## config.mk

```make
export PLATFORM = sky130hd
export DESIGN_NAME = smb_aux
export DESIGN_NICKNAME = d
export VERILOG_FILES = /design/src/pkg/smb_aux_pkg.sv /design/src/verilog/smb_aux.sv
export SDC_FILE = /design/constraint.sdc
export NUM_CORES = 1
export LEC_CHECK = 0
export ABC_AREA = 1
export BUFFER_PORTS_ARGS = -buffer_cell sky130_fd_sc_hd__buf_2
export CORE_ASPECT_RATIO = 2
export CORE_UTILIZATION = 35
export DETAILED_ROUTE_END_ITERATION = 10
export GPL_ROUTABILITY_DRIVEN = 0
export PLACE_DENSITY = 0.64
export SYNTH_ARGS = -nofsm -noshare
export SYNTH_HDL_FRONTEND = slang
export SYNTH_SLANG_ARGS = --single-unit
export TNS_END_PERCENT = 1
```

## constraint.sdc

```tcl
create_clock -name aclk -period 6.2 [get_ports aclk]
set_input_delay 0.31 -clock aclk [delete_from_list [all_inputs] [get_ports aclk]]
set_output_delay 0.31 -clock aclk [all_outputs]
set_load 0.01 [all_outputs]
```

## src/pkg/smb_aux_pkg.sv

```systemverilog
/*
 * Constants shared by the DMA hand-off, packet check and SMBus status block:
 * register offsets, field positions, reset values and timing counts.
 * Assumes a 25 MHz system clock and a 32-bit AXI4-Lite register bus.
 */
package smb_aux_pkg;
   localparam int unsigned CLK_HZ = 25_000_000;
   localparam int unsigned TIMEOUT_MS = 35;
   localparam int unsigned TIMEOUT_CYC = TIMEOUT_MS * (CLK_HZ / 1000);
   localparam int unsigned SCL_MIN_HZ = 10_000;
   localparam int unsigned SCL_HALF_MAX_CYC = CLK_HZ / (2 * SCL_MIN_HZ);

   localparam int ADDR_W = 8;
   localparam int DATA_W = 32;
   localparam logic [ADDR_W-1:0] CTRL0_OFS = 8'h00;
   localparam logic [ADDR_W-1:0] CTRL1_OFS = 8'h04;
   localparam logic [ADDR_W-1:0] STAT0_OFS = 8'h08;
   localparam logic [ADDR_W-1:0] STAT1_OFS = 8'h0c;
   localparam logic [ADDR_W-1:0] CLKDIV_OFS = 8'h10;

   localparam logic [1:0] RESP_OKAY = 2'b00;
   localparam logic [1:0] RESP_SLVERR = 2'b10;

   // Control word 0 fields.
   localparam int C0_SMB_EN = 1;
   localparam int C0_ROLE = 3;
   localparam int C0_ARP = 4;
   localparam int C0_CRC_EN = 5;
   localparam int C0_ACK_EN = 10;
   localparam int C0_STOP = 9;
   localparam int C0_CRC_XFER = 12;
   localparam int C0_ALERT = 13;
   localparam logic [15:0] CTRL0_RST = 16'h0000;
   localparam logic [15:0] CTRL0_MASK = 16'h363a;

   // Control word 1 fields.
   localparam int C1_ERR_IE = 8;
   localparam int C1_EV_IE = 9;
   localparam int C1_BUF_IE = 10;
   localparam int C1_DMA_ON = 11;
   localparam int C1_DMA_LAST = 12;
   localparam logic [15:0] CTRL1_RST = 16'h0000;
   localparam logic [15:0] CTRL1_MASK = 16'h1f00;

   // Status word 0 fields.
   localparam int S0_START = 0;
   localparam int S0_ADDR = 1;
   localparam int S0_BYTE = 2;
   localparam int S0_HDR10 = 3;
   localparam int S0_STOP = 4;
   localparam int S0_RXFULL = 6;
   localparam int S0_TXEMPTY = 7;
   localparam int S0_BUSERR = 8;
   localparam int S0_ARB = 9;
   localparam int S0_ACK = 10;
   localparam int S0_OUR = 11;
   localparam int S0_CRC = 12;
   localparam int S0_TOUT = 14;
   localparam int S0_ALERT = 15;
   localparam logic [15:0] EV_MASK = 16'h001f;
   localparam logic [15:0] ERR_MASK = 16'hdf00;

   // Status word 1 fields.
   localparam int S1_DEFAULT = 5;
   localparam int S1_HOST = 6;
   localparam int S1_CRC_LSB = 8;

   localparam logic [7:0] CRC_POLY = 8'h07;
   localparam logic [7:0] CRC_INIT = 8'h00;
   localparam int TOUT_W = 20;
   localparam int DIV_W = 11;
   localparam logic [DIV_W-1:0] CLKDIV_RST = 11'h07d;
endpackage

```

## src/verilog/smb_aux.sv

```systemverilog
/*
 * DMA request hand-off, CRC-8 packet check, SMBus timeout, clock floor,
 * address-resolution and alert flags, and the event and error status of a
 * two-wire bus interface, reached over AXI4-Lite.
 * Assumes a byte engine on the same clock that reports its events as one-cycle
 * pulses and its buffer states as levels; bus pins arrive asynchronously.
 */
// Chosen here: the AXI4-Lite slave port and the register offsets.
`timescale 1ns/1ps
module smb_aux #(
   parameter int unsigned TIMEOUT_CYCLES = smb_aux_pkg::TIMEOUT_CYC
) (
   input wire logic aclk,
   input wire logic aresetn,
   input wire logic [smb_aux_pkg::ADDR_W-1:0] awaddr,
   input wire logic awvalid,
   output logic awready,
   input wire logic [smb_aux_pkg::DATA_W-1:0] wdata,
   input wire logic [3:0] wstrb,
   input wire logic wvalid,
   output logic wready,
   output logic [1:0] bresp,
   output logic bvalid,
   input wire logic bready,
   input wire logic [smb_aux_pkg::ADDR_W-1:0] araddr,
   input wire logic arvalid,
   output logic arready,
   output logic [smb_aux_pkg::DATA_W-1:0] rdata,
   output logic [1:0] rresp,
   output logic rvalid,
   input wire logic rready,
   input wire logic scl_in,
   input wire logic sda_in,
   input wire logic smba_in,
   output logic smba_o,
   output logic smba_oe_n,
   input wire logic tx_buf_empty,
   input wire logic rx_buf_full,
   input wire logic start_sent,
   input wire logic addr_phase_done,
   input wire logic header10_sent,
   input wire logic byte_complete,
   input wire logic bus_error,
   input wire logic arbitration_lost,
   input wire logic over_under_run,
   input wire logic ack_missing,
   input wire logic byte_stb,
   input wire logic [7:0] byte_data,
   input wire logic byte_is_crc,
   input wire logic byte_is_rx,
   input wire logic addr_is_host_header,
   input wire logic addr_is_default,
   input wire logic dma_done_signal,
   output logic dma_tx_req,
   output logic dma_rx_req,
   output logic ack_out,
   output logic stop_req,
   output logic crc_send,
   output logic [7:0] crc_value,
   output logic scl_half_tick,
   output logic ev_irq,
   output logic err_irq
);
   import smb_aux_pkg::*;

   typedef enum logic [1:0] {
      LINE_IDLE = 2'b00,
      LINE_BUSY = 2'b01,
      LINE_TOUT = 2'b10
   } line_state_t;

   localparam logic [TOUT_W-1:0] TOUT_LIMIT = TOUT_W'(TIMEOUT_CYCLES);
   localparam logic [DIV_W-1:0] DIV_MAX = DIV_W'(SCL_HALF_MAX_CYC);

   logic [15:0] ctrl0_q;
   logic [15:0] ctrl1_q;
   logic [15:0] flags_q;
   logic [1:0] arp_q;
   logic [7:0] crc_q;
   logic [DIV_W-1:0] clkdiv_q;
   logic [DIV_W-1:0] divcnt_q;
   logic [TOUT_W-1:0] tout_cnt_q;
   line_state_t line_q;
   logic [2:0] scl_sync_q;
   logic [2:0] sda_sync_q;
   logic [2:0] smba_sync_q;
   logic aw_have_q;
   logic w_have_q;
   logic [ADDR_W-1:0] waddr_q;
   logic [DATA_W-1:0] wdata_q;
   logic [3:0] wstrb_q;
   logic last_nack_q;
   logic start_det;
   logic stop_det;
   logic alert_fall;
   logic wr_fire;
   logic tout_hit;
   logic [15:0] flag_set;
   logic [15:0] flag_clr;
   logic [15:0] wmask;
   logic [15:0] stat0_view;
   logic [15:0] rd_word;
   logic rd_hit;
   logic wr_hit;
   logic [DIV_W-1:0] div_wr;

   function automatic logic [7:0] crc8_step(input logic [7:0] crc, input logic [7:0] data);
      logic [7:0] c;
      c = crc ^ data;
      for (int i = 0; i < 8; i++) begin
         c = c[7] ? ((c << 1) ^ CRC_POLY) : (c << 1);
      end
      return c;
   endfunction

   // Pins pass two flip-flops; the third stage only feeds edge detection.
   always_ff @(posedge aclk) begin
      if (!aresetn) begin
         scl_sync_q <= 3'h7;
         sda_sync_q <= 3'h7;
         smba_sync_q <= 3'h7;
      end else begin
         scl_sync_q <= {scl_sync_q[1:0], scl_in};
         sda_sync_q <= {sda_sync_q[1:0], sda_in};
         smba_sync_q <= {smba_sync_q[1:0], smba_in};
      end
   end

   assign start_det = scl_sync_q[1] && scl_sync_q[2] && sda_sync_q[2] && !sda_sync_q[1];
   assign stop_det = scl_sync_q[1] && scl_sync_q[2] && !sda_sync_q[2] && sda_sync_q[1];
   assign alert_fall = smba_sync_q[2] && !smba_sync_q[1];

   // Write channel of the register bus.
   assign wr_fire = aw_have_q && w_have_q && !bvalid;

   always_ff @(posedge aclk) begin
      if (!aresetn) begin
         awready <= 1'b0;
         aw_have_q <= 1'b0;
         waddr_q <= '0;
      end else if (awvalid && awready) begin
         awready <= 1'b0;
         aw_have_q <= 1'b1;
         waddr_q <= awaddr;
      end else begin
         if (wr_fire) begin
            aw_have_q <= 1'b0;
         end
         awready <= !aw_have_q && !bvalid;
      end
   end

   always_ff @(posedge aclk) begin
      if (!aresetn) begin
         wready <= 1'b0;
         w_have_q <= 1'b0;
         wdata_q <= '0;
         wstrb_q <= '0;
      end else if (wvalid && wready) begin
         wready <= 1'b0;
         w_have_q <= 1'b1;
         wdata_q <= wdata;
         wstrb_q <= wstrb;
      end else begin
         if (wr_fire) begin
            w_have_q <= 1'b0;
         end
         wready <= !w_have_q && !bvalid;
      end
   end

   assign wmask = {{8{wstrb_q[1]}}, {8{wstrb_q[0]}}};
   assign wr_hit = waddr_q == CTRL0_OFS || waddr_q == CTRL1_OFS || waddr_q == STAT0_OFS ||
                   waddr_q == STAT1_OFS || waddr_q == CLKDIV_OFS;

   always_ff @(posedge aclk) begin
      if (!aresetn) begin
         bvalid <= 1'b0;
         bresp <= RESP_OKAY;
      end else if (wr_fire) begin
         bvalid <= 1'b1;
         bresp <= wr_hit ? RESP_OKAY : RESP_SLVERR;
      end else if (bvalid && bready) begin
         bvalid <= 1'b0;
      end
   end

   // Control word 0, with hardware clears on the CRC and STOP requests and a hardware set on STOP.
   always_ff @(posedge aclk) begin
      if (!aresetn) begin
         ctrl0_q <= CTRL0_RST;
      end else begin
         if (wr_fire && waddr_q == CTRL0_OFS) begin
            ctrl0_q <= (ctrl0_q & ~(wmask & CTRL0_MASK)) | (wdata_q[15:0] & wmask & CTRL0_MASK);
         end
         if ((byte_stb && byte_is_crc) || start_det || stop_det) begin
            ctrl0_q[C0_CRC_XFER] <= 1'b0;
         end
         if (stop_det) begin
            ctrl0_q[C0_STOP] <= 1'b0;
         end
         if (tout_hit) begin
            ctrl0_q[C0_STOP] <= 1'b1;
         end
      end
   end

   always_ff @(posedge aclk) begin
      if (!aresetn) begin
         ctrl1_q <= CTRL1_RST;
      end else if (wr_fire && waddr_q == CTRL1_OFS) begin
         ctrl1_q <= (ctrl1_q & ~(wmask & CTRL1_MASK)) | (wdata_q[15:0] & wmask & CTRL1_MASK);
      end
   end

   // The clock divider is clamped so the bus clock never drops below the floor.
   assign div_wr = (wdata_q[DIV_W-1:0] > DIV_MAX) ? DIV_MAX :
                   (wdata_q[DIV_W-1:0] == '0) ? DIV_W'(1) : wdata_q[DIV_W-1:0];

   always_ff @(posedge aclk) begin
      if (!aresetn) begin
         clkdiv_q <= CLKDIV_RST;
      end else if (wr_fire && waddr_q == CLKDIV_OFS && wstrb_q[0] && wstrb_q[1]) begin
         clkdiv_q <= div_wr;
      end
   end

   always_ff @(posedge aclk) begin
      if (!aresetn) begin
         divcnt_q <= '0;
         scl_half_tick <= 1'b0;
      end else if (divcnt_q + DIV_W'(1) >= clkdiv_q) begin
         divcnt_q <= '0;
         scl_half_tick <= 1'b1;
      end else begin
         divcnt_q <= divcnt_q + DIV_W'(1);
         scl_half_tick <= 1'b0;
      end
   end

   // Clock-low watchdog for SMBus mode.
   always_ff @(posedge aclk) begin
      if (!aresetn) begin
         line_q <= LINE_IDLE;
         tout_cnt_q <= '0;
      end else begin
         case (line_q)
            LINE_IDLE: begin
               tout_cnt_q <= '0;
               if (ctrl0_q[C0_SMB_EN] && !scl_sync_q[1]) begin
                  line_q <= LINE_BUSY;
               end
            end
            LINE_BUSY: begin
               if (!ctrl0_q[C0_SMB_EN] || scl_sync_q[1]) begin
                  line_q <= LINE_IDLE;
               end else if (tout_cnt_q + TOUT_W'(1) >= TOUT_LIMIT) begin
                  line_q <= LINE_TOUT;
               end else begin
                  tout_cnt_q <= tout_cnt_q + TOUT_W'(1);
               end
            end
            LINE_TOUT: begin
               if (scl_sync_q[1] || !ctrl0_q[C0_SMB_EN]) begin
                  line_q <= LINE_IDLE;
               end
            end
            default: line_q <= LINE_IDLE;
         endcase
      end
   end

   assign tout_hit = line_q == LINE_BUSY && ctrl0_q[C0_SMB_EN] && !scl_sync_q[1] &&
                     tout_cnt_q + TOUT_W'(1) >= TOUT_LIMIT;

   // CRC over every bus byte except CRC bytes, restarted on each START.
   always_ff @(posedge aclk) begin
      if (!aresetn) begin
         crc_q <= CRC_INIT;
      end else if (start_det || !ctrl0_q[C0_CRC_EN]) begin
         crc_q <= CRC_INIT;
      end else if (byte_stb && !byte_is_crc) begin
         crc_q <= crc8_step(crc_q, byte_data);
      end
   end

   // Sticky flags; a set in the same cycle as a clear wins.
   always_comb begin
      flag_set = '0;
      flag_set[S0_START] = start_sent;
      flag_set[S0_ADDR] = addr_phase_done;
      flag_set[S0_BYTE] = byte_complete;
      flag_set[S0_HDR10] = header10_sent;
      flag_set[S0_STOP] = stop_det;
      flag_set[S0_BUSERR] = bus_error;
      flag_set[S0_ARB] = arbitration_lost;
      flag_set[S0_OUR] = over_under_run;
      flag_set[S0_ACK] = ack_missing;
      flag_set[S0_CRC] = ctrl0_q[C0_CRC_EN] && byte_stb && byte_is_rx && byte_is_crc &&
                         byte_data != crc_q;
      flag_set[S0_TOUT] = tout_hit;
      flag_set[S0_ALERT] = ctrl0_q[C0_SMB_EN] && ctrl0_q[C0_ROLE] && alert_fall;
   end

   assign flag_clr = (wr_fire && waddr_q == STAT0_OFS) ? (wdata_q[15:0] & wmask) : 16'h0000;

   always_ff @(posedge aclk) begin
      if (!aresetn) begin
         flags_q <= '0;
      end else begin
         flags_q <= ((flags_q & ~flag_clr) | flag_set) & (EV_MASK | ERR_MASK);
      end
   end

   // Address-resolution flags for the selected SMBus role.
   always_ff @(posedge aclk) begin
      if (!aresetn) begin
         arp_q <= 2'b00;
      end else begin
         if (wr_fire && waddr_q == STAT1_OFS && wstrb_q[0]) begin
            arp_q <= arp_q & ~wdata_q[S1_HOST:S1_DEFAULT];
         end
         if (ctrl0_q[C0_SMB_EN] && ctrl0_q[C0_ARP]) begin
            if (ctrl0_q[C0_ROLE] && addr_is_host_header) begin
               arp_q[1] <= 1'b1;
            end
            if (!ctrl0_q[C0_ROLE] && addr_is_default) begin
               arp_q[0] <= 1'b1;
            end
         end
      end
   end

   // Final-transfer marking from the DMA done input.
   always_ff @(posedge aclk) begin
      if (!aresetn) begin
         last_nack_q <= 1'b0;
      end else if (start_det || stop_det) begin
         last_nack_q <= 1'b0;
      end else if (dma_done_signal && ctrl1_q[C1_DMA_ON] && ctrl1_q[C1_DMA_LAST]) begin
         last_nack_q <= 1'b1;
      end
   end

   always_ff @(posedge aclk) begin
      if (!aresetn) begin
         dma_tx_req <= 1'b0;
         dma_rx_req <= 1'b0;
         ack_out <= 1'b0;
         stop_req <= 1'b0;
         crc_send <= 1'b0;
         crc_value <= CRC_INIT;
      end else begin
         dma_tx_req <= ctrl1_q[C1_DMA_ON] && tx_buf_empty && !crc_send;
         dma_rx_req <= ctrl1_q[C1_DMA_ON] && rx_buf_full;
         ack_out <= ctrl0_q[C0_ACK_EN] && !last_nack_q;
         stop_req <= ctrl0_q[C0_STOP];
         crc_send <= ctrl0_q[C0_CRC_EN] && ctrl0_q[C0_CRC_XFER] &&
                     (!ctrl1_q[C1_DMA_ON] || dma_done_signal || crc_send);
         crc_value <= crc_q;
      end
   end

   // Alert pin: driven low while SMBus mode is on and software issues an alert.
   always_ff @(posedge aclk) begin
      if (!aresetn) begin
         smba_o <= 1'b1;
         smba_oe_n <= 1'b1;
      end else begin
         smba_o <= 1'b0;
         smba_oe_n <= !(ctrl0_q[C0_SMB_EN] && ctrl0_q[C0_ALERT]);
      end
   end

   always_ff @(posedge aclk) begin
      if (!aresetn) begin
         ev_irq <= 1'b0;
         err_irq <= 1'b0;
      end else begin
         ev_irq <= ctrl1_q[C1_EV_IE] && ((|(flags_q & EV_MASK)) || (|arp_q) ||
                   (ctrl1_q[C1_BUF_IE] && (tx_buf_empty || rx_buf_full)));
         err_irq <= ctrl1_q[C1_ERR_IE] && (|(flags_q & ERR_MASK));
      end
   end

   // Read channel of the register bus.
   always_comb begin
      stat0_view = flags_q;
      stat0_view[S0_RXFULL] = rx_buf_full;
      stat0_view[S0_TXEMPTY] = tx_buf_empty;
   end

   always_comb begin
      rd_word = 16'h0000;
      rd_hit = 1'b1;
      case (araddr)
         CTRL0_OFS: rd_word = ctrl0_q;
         CTRL1_OFS: rd_word = ctrl1_q;
         STAT0_OFS: rd_word = stat0_view;
         STAT1_OFS: rd_word = {crc_q, 1'b0, arp_q, 5'h00};
         CLKDIV_OFS: rd_word = {5'h00, clkdiv_q};
         default: rd_hit = 1'b0;
      endcase
   end

   always_ff @(posedge aclk) begin
      if (!aresetn) begin
         arready <= 1'b0;
         rvalid <= 1'b0;
         rdata <= '0;
         rresp <= RESP_OKAY;
      end else if (arvalid && arready) begin
         arready <= 1'b0;
         rvalid <= 1'b1;
         rdata <= {16'h0000, rd_word};
         rresp <= rd_hit ? RESP_OKAY : RESP_SLVERR;
      end else if (rvalid && rready) begin
         rvalid <= 1'b0;
      end else begin
         arready <= !rvalid;
      end
   end
endmodule

```

==> out/metrics.cfg, run 1 <==
[critical_path]
rr_worst_depth=15
crit_path_frequent_cell=nand2_1
cpPeakStageDelay_ns=0.38
critPathLaunchType=register
crit_chain=ha_1 -> nand2_1 -> nor2_1 -> nand3_1 -> nand3b_1 -> xor2_1 -> inv_1 -> ha_1 -> nand2_1 -> nor2_1 -> nand2_1 -> o2111ai_1 -> a41oi_1 -> nand2_1 -> nor3_1
crit_path_end_kind=register
slowest_stage=dfxtp_1
rr_endpoint=divcnt_q[2]
crit_path_end=divcnt_q[2]
worstPathArrival_ns=3.33
crit_start=divcnt_q[0]
path_class=reg2reg
reg2reg_slack_ns=3.23
reg2reg_from=divcnt_q[0]
crit_fanout=11
worstPathRequired_ns=6.55

[global_routing]
first_global_vias=6542
use_met2=0.377
overflow=0
grt_pass1_wl_um=32300
use_met3=0.0353
grtUsageMet1=0.185
antenna_found_initial=0
grt.total_usage=0.196
grt_start_max_net_pins=53
busiest_layer=met2

[drt]
postRouteAntennaNets=0
wl_per_cell_um=15.2
routed-via-count=6751
viasPerCell=4.99
postRouteWirelength_um=20600
drt-initial-drc-count=249
drtPass1Iterations=4
route.detailed.drc=0

[final_layout]
multiInputGateArea_mm2=0.00344
nets=1177
drive_gt1_frac=0.155
antenna_cells=0
n_fill_cell=2122
areaGrowthSynthToFinish_pct=18.4
regArea_mm2=0.00316

[synthesis]
synth_top_area_cell=dfxtp_1
syn_area_per_cell_um2=7.52
ys_seq_area_frac=0.432
netlist_area_mm2=0.00731
ys_top_cells_by_count=158 x dfxtp_1, 157 x nand2_1, 133 x inv_1
synthCells=973
synthXorXnorAreaFrac=0.0371
yosys.area_share.simple=0.226
synthMuxAreaShare=0
synth_ff_type=dfxtp_1
ys_seq_elements=158
synth_edf_count=0
synth_compound_gate_area_share=0.170
async_flop_share=0
synthAdderAreaFrac=0.0274
synth_area_leaders=dfxtp_1 43%, nand2_1 8.1%, inv_1 6.8%
yosysMostFrequentCell=dfxtp_1
synth_top_family_by_area=simple AND/OR/NAND/NOR gates
synth_top_area_share=0.432
yosysWarnings=0
synth_cell_type_count=47

[die]
die_w_um=104
die_h_um=206
start_util=0.357
io_pins=145
core-area_mm2=0.0205
fp-row-count=74
dieArea_mm2=0.0215

[timing]
fin_crit_sh=0.480
worst_hold_slack_ns=0.0725
final-setup-viol-count=0
slew_headroom=0.327
skew_ns=0.00955
slew_viol_final=0
post-route-min-period_ns=2.97
hold_violations=0
setup-tns-final_ns=0
rsz0062_at_grt=no
fmax_mhz=336
tightest_slew_ns=1.01

[clocking]
cts_hold_buffers=0
cts_tree=yes
cts_buffer_depth=2
cts_max_level=4
ctsResizeCount=0
clock_sinks=158
cts_setup_buffers=0
clk_pin_slew_ns=0.06
cts_buffers=17
root_buffer=clkbuf_16
clkLatencyLatePin_ns=0.43

[min_path]
holdCritStartpoint=sda_in
worst_hold_path_type=in2reg

[outcome]
status=finished clean

[job]
drv_cap=0

[pwr]
leakage_uw=0.00373
totalPowerFinal_uw=2340
ir_drop_v=0.000143
p_per_area_mw_per_mm2=270

[placed_design]
port_buffers=108
dp_hpwl_um=15800

-- worst max-delay path, delay by kind of cell, from the launching register on --
family          cells  cell delay [ns]
simple gates        9             1.34
fa+ha+maj           2             0.48
compound gates      2             0.46
flops               1             0.38
xor+xnor            1             0.18
buf+inv             1             0.07
-- sequential cells by signal, indices dropped and copies added (netlist names), 3 cells and up, named ones only --
| register | flops |
|---|---|
| clkdiv_q | 11 |
| crc_q | 8 |
| crc_value | 8 |
| divcnt_q | 11 |
| flags_q | 12 |
| rdata | 16 |
| scl_sync_q | 3 |
| sda_sync_q | 3 |
| smba_sync_q | 3 |
| tout_cnt_q | 20 |
| waddr_q | 8 |
| wdata_q | 16 |
-- metal layers --
metal	share of wire	vias to the layer above
met4	0.056	0
met3	0.039	67
met2	0.55	197
met5	0	-
li1	-	3395
met1	0.36	3092
-- power by group --
part           total, µW  switching, µW  internal [µW]
clock network       1130            402            723
registers           1060           19.2           1040
logic                154           98.8           55.5
-- how the worst min path moves through the flow --
stage | endpoint | cells past startpoint
3_5_place_dp | smba_oe_n | 1
3_3_place_gp | smba_oe_n | 1
5_1_grt | sda_sync_q[0] | 2
2_1_floorplan | smba_oe_n | 1
6_report | sda_sync_q[0] | 2
4_1_cts | sda_sync_q[0] | 2
-- logic make-up (layout without fill, tap and decap cells) --
family | Yosys count | after routing
AO/OA/AOI/OAI | 221 | 221
AND/OR/NAND/NOR | 363 | 363
XOR/XNOR | 31 | 31
other | 1 | 18
flip-flops | 158 | 158
adder cells (fa/ha/maj) | 16 | 16
buffers and inverters | 183 | 279
-- metrics by stage --
stage	worst slack (ns)	utilization	area, µm²	instances
final	3.23	0.423	8660	1352
after global routing	2.84	0.423	8660	1352
after CTS	3.24	0.423	8660	1352
after detailed placement	3.32	0.392	8030	1322
after global placement	3.34	0.392	8030	1322
after floorplan	3.76	-	7380	990
-- cell usage in the layout (no fill, tap or decap), types with 2 or more instances in the layout --
cell type  synthesis  layout
nor2_1            80      80
buf_4             18       4
dfxtp_1          158     158
nand3_1           60      60
nand3b_1           2       2
clkbuf_16          0      17
bufinv_16          0       4
xor2_1            12      12
a31oi_1            3       3
o211ai_1           2       2
ha_1              16      16
nor2_4             5       5
a211oi_1           7       7
o31ai_1           11      11
o2111ai_1          2       2
nand3_2            3       3
o21bai_1           2       2
a21oi_1           95      95
buf_2              0     108
a32o_1             3       3
or2_2              8       8
o22ai_1            8       8
clkbuf_1          26       3
nor3_1            13      13
a221oi_1           6       6
nor3_2             2       2
conb_1             1      18
o21ai_0           72      72
nand4_1           14      14
nor4_1             8       8
inv_1            133     133
nor2_2             3       3
nand2_1          157     157
nand2_2            3       3
xnor2_1           19      19
o221ai_1           3       3
clkbuf_8           0       5
o21ai_1            3       3
-- cell type report --
cell class | count | area share
Clock buffer | 25 | 0.0584
Clock inverter | 5 | 0.0147
Inverter | 137 | 0.0598
Multi-Input combinational cell | 649 | 0.397
Sequential cell | 158 | 0.365
Tap cell | 266 | 0.0384
Timing Repair Buffer | 112 | 0.0659
(Power assumes the default switching activity.)
==> run 2: changes to the inputs <==
--- a/config.mk
+++ b/config.mk
@@ -11,7 +11,7 @@
 export CORE_UTILIZATION = 35
 export DETAILED_ROUTE_END_ITERATION = 10
 export GPL_ROUTABILITY_DRIVEN = 0
-export PLACE_DENSITY = 0.64
+export PLACE_DENSITY = 0.66
 export SYNTH_ARGS = -nofsm -noshare
 export SYNTH_HDL_FRONTEND = slang
 export SYNTH_SLANG_ARGS = --single-unit
==> constraint.sdc (replaced) <==
create_clock -name aclk -period 2.44 [get_ports aclk]
set_input_delay 0.122 -clock aclk [delete_from_list [all_inputs] [get_ports aclk]]
set_output_delay 0.122 -clock aclk [all_outputs]
set_load 0.01 [all_outputs]
==> run 2 against run 1 <==
Net effect: core utilization grew 3.7 points; clock power is 150% higher; clock skew fell by 0.00076 ns; first-iteration DRC count increased by 29%; final area grew 8.8%; cell count rose by 5.3%; critical path type unchanged; largest cell class unchanged; largest power group unchanged.
==> out/metrics.cfg, run 2 (synthesis results as in run 1) <==
[timing]
post-route-min-period_ns=2.40  ; was 2.97 ns
slew_viol_final=0  ; unchanged
skew_ns=0.00879  ; was 0.00955 ns
setup-tns-final_ns=0  ; unchanged
final-setup-viol-count=0  ; unchanged
slew_headroom=0.522  ; was 0.327
fmax_mhz=416  ; was 336 MHz
rsz0062_at_grt=yes  ; was no
fin_crit_sh=0.985  ; was 0.480
hold_violations=0  ; unchanged
tightest_slew_ns=0.715  ; was 1.01 ns

[placed_design]
port_buffers=108  ; unchanged
dp_cells=1349  ; was 1322
placedInstanceArea_mm2=0.00823  ; was 0.00803 mm²
dp_hpwl_um=16300  ; was 15800 µm

[drt]
wl_per_cell_um=14.9  ; was 15.2 µm
routed-via-count=6994  ; was 6751
viasPerCell=4.91  ; was 4.99
drtPass1Iterations=5  ; was 4
drt-initial-drc-count=320  ; was 249
route.detailed.drc=0  ; unchanged
postRouteWirelength_um=21200  ; was 20600 µm
postRouteAntennaNets=0  ; unchanged

[clocking]
cts_buffer_depth=2  ; unchanged
cts_tree=yes  ; unchanged
clk_pin_slew_ns=0.06  ; about the same
root_buffer=clkbuf_16  ; unchanged
clock_sinks=158  ; unchanged
clkLatencyLatePin_ns=0.44  ; was 0.43 ns
cts_buffers=17  ; unchanged
cts_max_level=4  ; unchanged

[die]
dieArea_mm2=0.0215  ; unchanged
io_pins=145  ; unchanged
die_w_um=104  ; unchanged
start_util=0.357  ; unchanged
core-area_mm2=0.0205  ; unchanged
die_h_um=206  ; unchanged
fp-row-count=74  ; unchanged

[final_layout]
instances_no_fill=1424  ; was 1352
final_core_util=0.460  ; was 0.423
n_fill_cell=2062  ; was 2122
nets=1247  ; was 1177
areaGrowthSynthToFinish_pct=28.8  ; was 18.4%
drive_gt1_frac=0.199  ; was 0.155
final_area_mm2=0.00942  ; was 0.00866 mm²
final_common_cell=dfxtp_1  ; unchanged
final_cell_mix=155 x dfxtp_1, 153 x nand2_1, 132 x inv_1  ; was 158 x dfxtp_1, 157 x nand2_1, 133 x inv_1
largest_register=tout_cnt_q  ; unchanged
largest_reg_flops=20  ; unchanged
reg_top3=tout_cnt_q: 20 flops, rdata: 16 flops, wdata_q: 16 flops  ; unchanged
antenna_cells=0  ; unchanged

[global_routing]
busiest_layer=met2  ; unchanged
antenna_found_initial=0  ; unchanged
overflow=0  ; unchanged
grt_start_max_net_pins=44  ; was 53
first_global_vias=6677  ; was 6542
grt.total_usage=0.201  ; was 0.196
grtUsageMet1=0.192  ; was 0.185
use_met3=0.0293  ; was 0.0353
grt_pass1_wl_um=33100  ; was 32300 µm
use_met2=0.385  ; was 0.377

[pwr]
ir_drop_v=0.000439  ; was 0.000143 V
totalPowerFinal_uw=5930  ; was 2340 µW
leakage_uw=0.00407  ; was 0.00373 µW
p_per_area_mw_per_mm2=630  ; was 270 mW/mm²

[critical_path]
worstPathArrival_ns=2.78  ; was 3.33 ns
critPathLaunchType=register  ; unchanged
crit_fanout=8  ; was 11
worstPathRequired_ns=2.82  ; was 6.55 ns
crit_path_end_kind=register  ; unchanged
path_class=reg2reg  ; unchanged

[min_path]
worst_hold_path_type=in2reg  ; unchanged

[job]
drv_cap=0  ; unchanged

[outcome]
status=finished clean  ; unchanged

run 2: area by class of cell:
type	count	area (µm²)	share of cell area
clock buffers	19	453	0.0481
clock inverters	13	164	0.0174
inverters	137	520	0.0552
multi-input cells	649	3580	0.380
flip-flops and latches	158	3170	0.337
well taps	266	333	0.0353
repair buffers	182	1190	0.127
run 2: what timing repair did:
action / 4_1_cts / 5_1_grt
hold endpoints to repair: 40 / 0
hold buffers: 38 / 0
buffers inserted: 2 / 3
pin swaps: 3 / 9
cloned: 0 / 0
gates resized for setup: 19 / 19
endpoints found under the setup margin: 12 / 35
run 2: power by group:
group | switching [µW] | total [µW] | internal (µW)
combinational | 262 | 463 | 201
clock | 1110 | 2770 | 1660
sequential | 53.6 | 2700 | 2650
run 2: path summary, 6_finish.rpt:
kind / from / end / slack, ns / cells past startpoint
max: divcnt_q[1] / divcnt_q[8] / 0.04 / 16
min: awaddr[2] / waddr_q[2] / 0.006 / 3
min reg2reg: register / smba_oe_n / 0.40 / 1
max reg2reg: divcnt_q[1] / divcnt_q[8] / 0.04 / 16
run 2: worst max-delay path, cell delays in order, from the launching register on:
cell       delay (ns)
dfxtp_4          0.37
ha_4             0.15
nand2_4          0.06
nor2_4           0.12
nand3_2          0.08
buf_4            0.14
xor2_2           0.14
inv_1            0.06
ha_1             0.29
nand2_1          0.11
nor2_2           0.05
nand3_1          0.09
o2111ai_2        0.12
a41oi_2          0.21
nand2_2          0.10
buf_6            0.16
nor2_1           0.08
run 2: through the flow:
| stage | setup slack, ns | hold WS [ns] |
|---|---|---|
| finish | 0.0363 | 0.00601 |
| detailed placement | -0.287 | 0.311 |
| global placement | -0.204 | 0.311 |
| global route | -0.154 | 0.0206 |
| CTS | 0.0221 | 0.00237 |
| floorplan | 0.00244 | 0.229 |
run 2: layer usage:
layer	routed length, µm	up-vias
met2	11600	203
li1	-	3533
met5	0	-
met4	1290	0
met3	751	65
met1	7580	3193
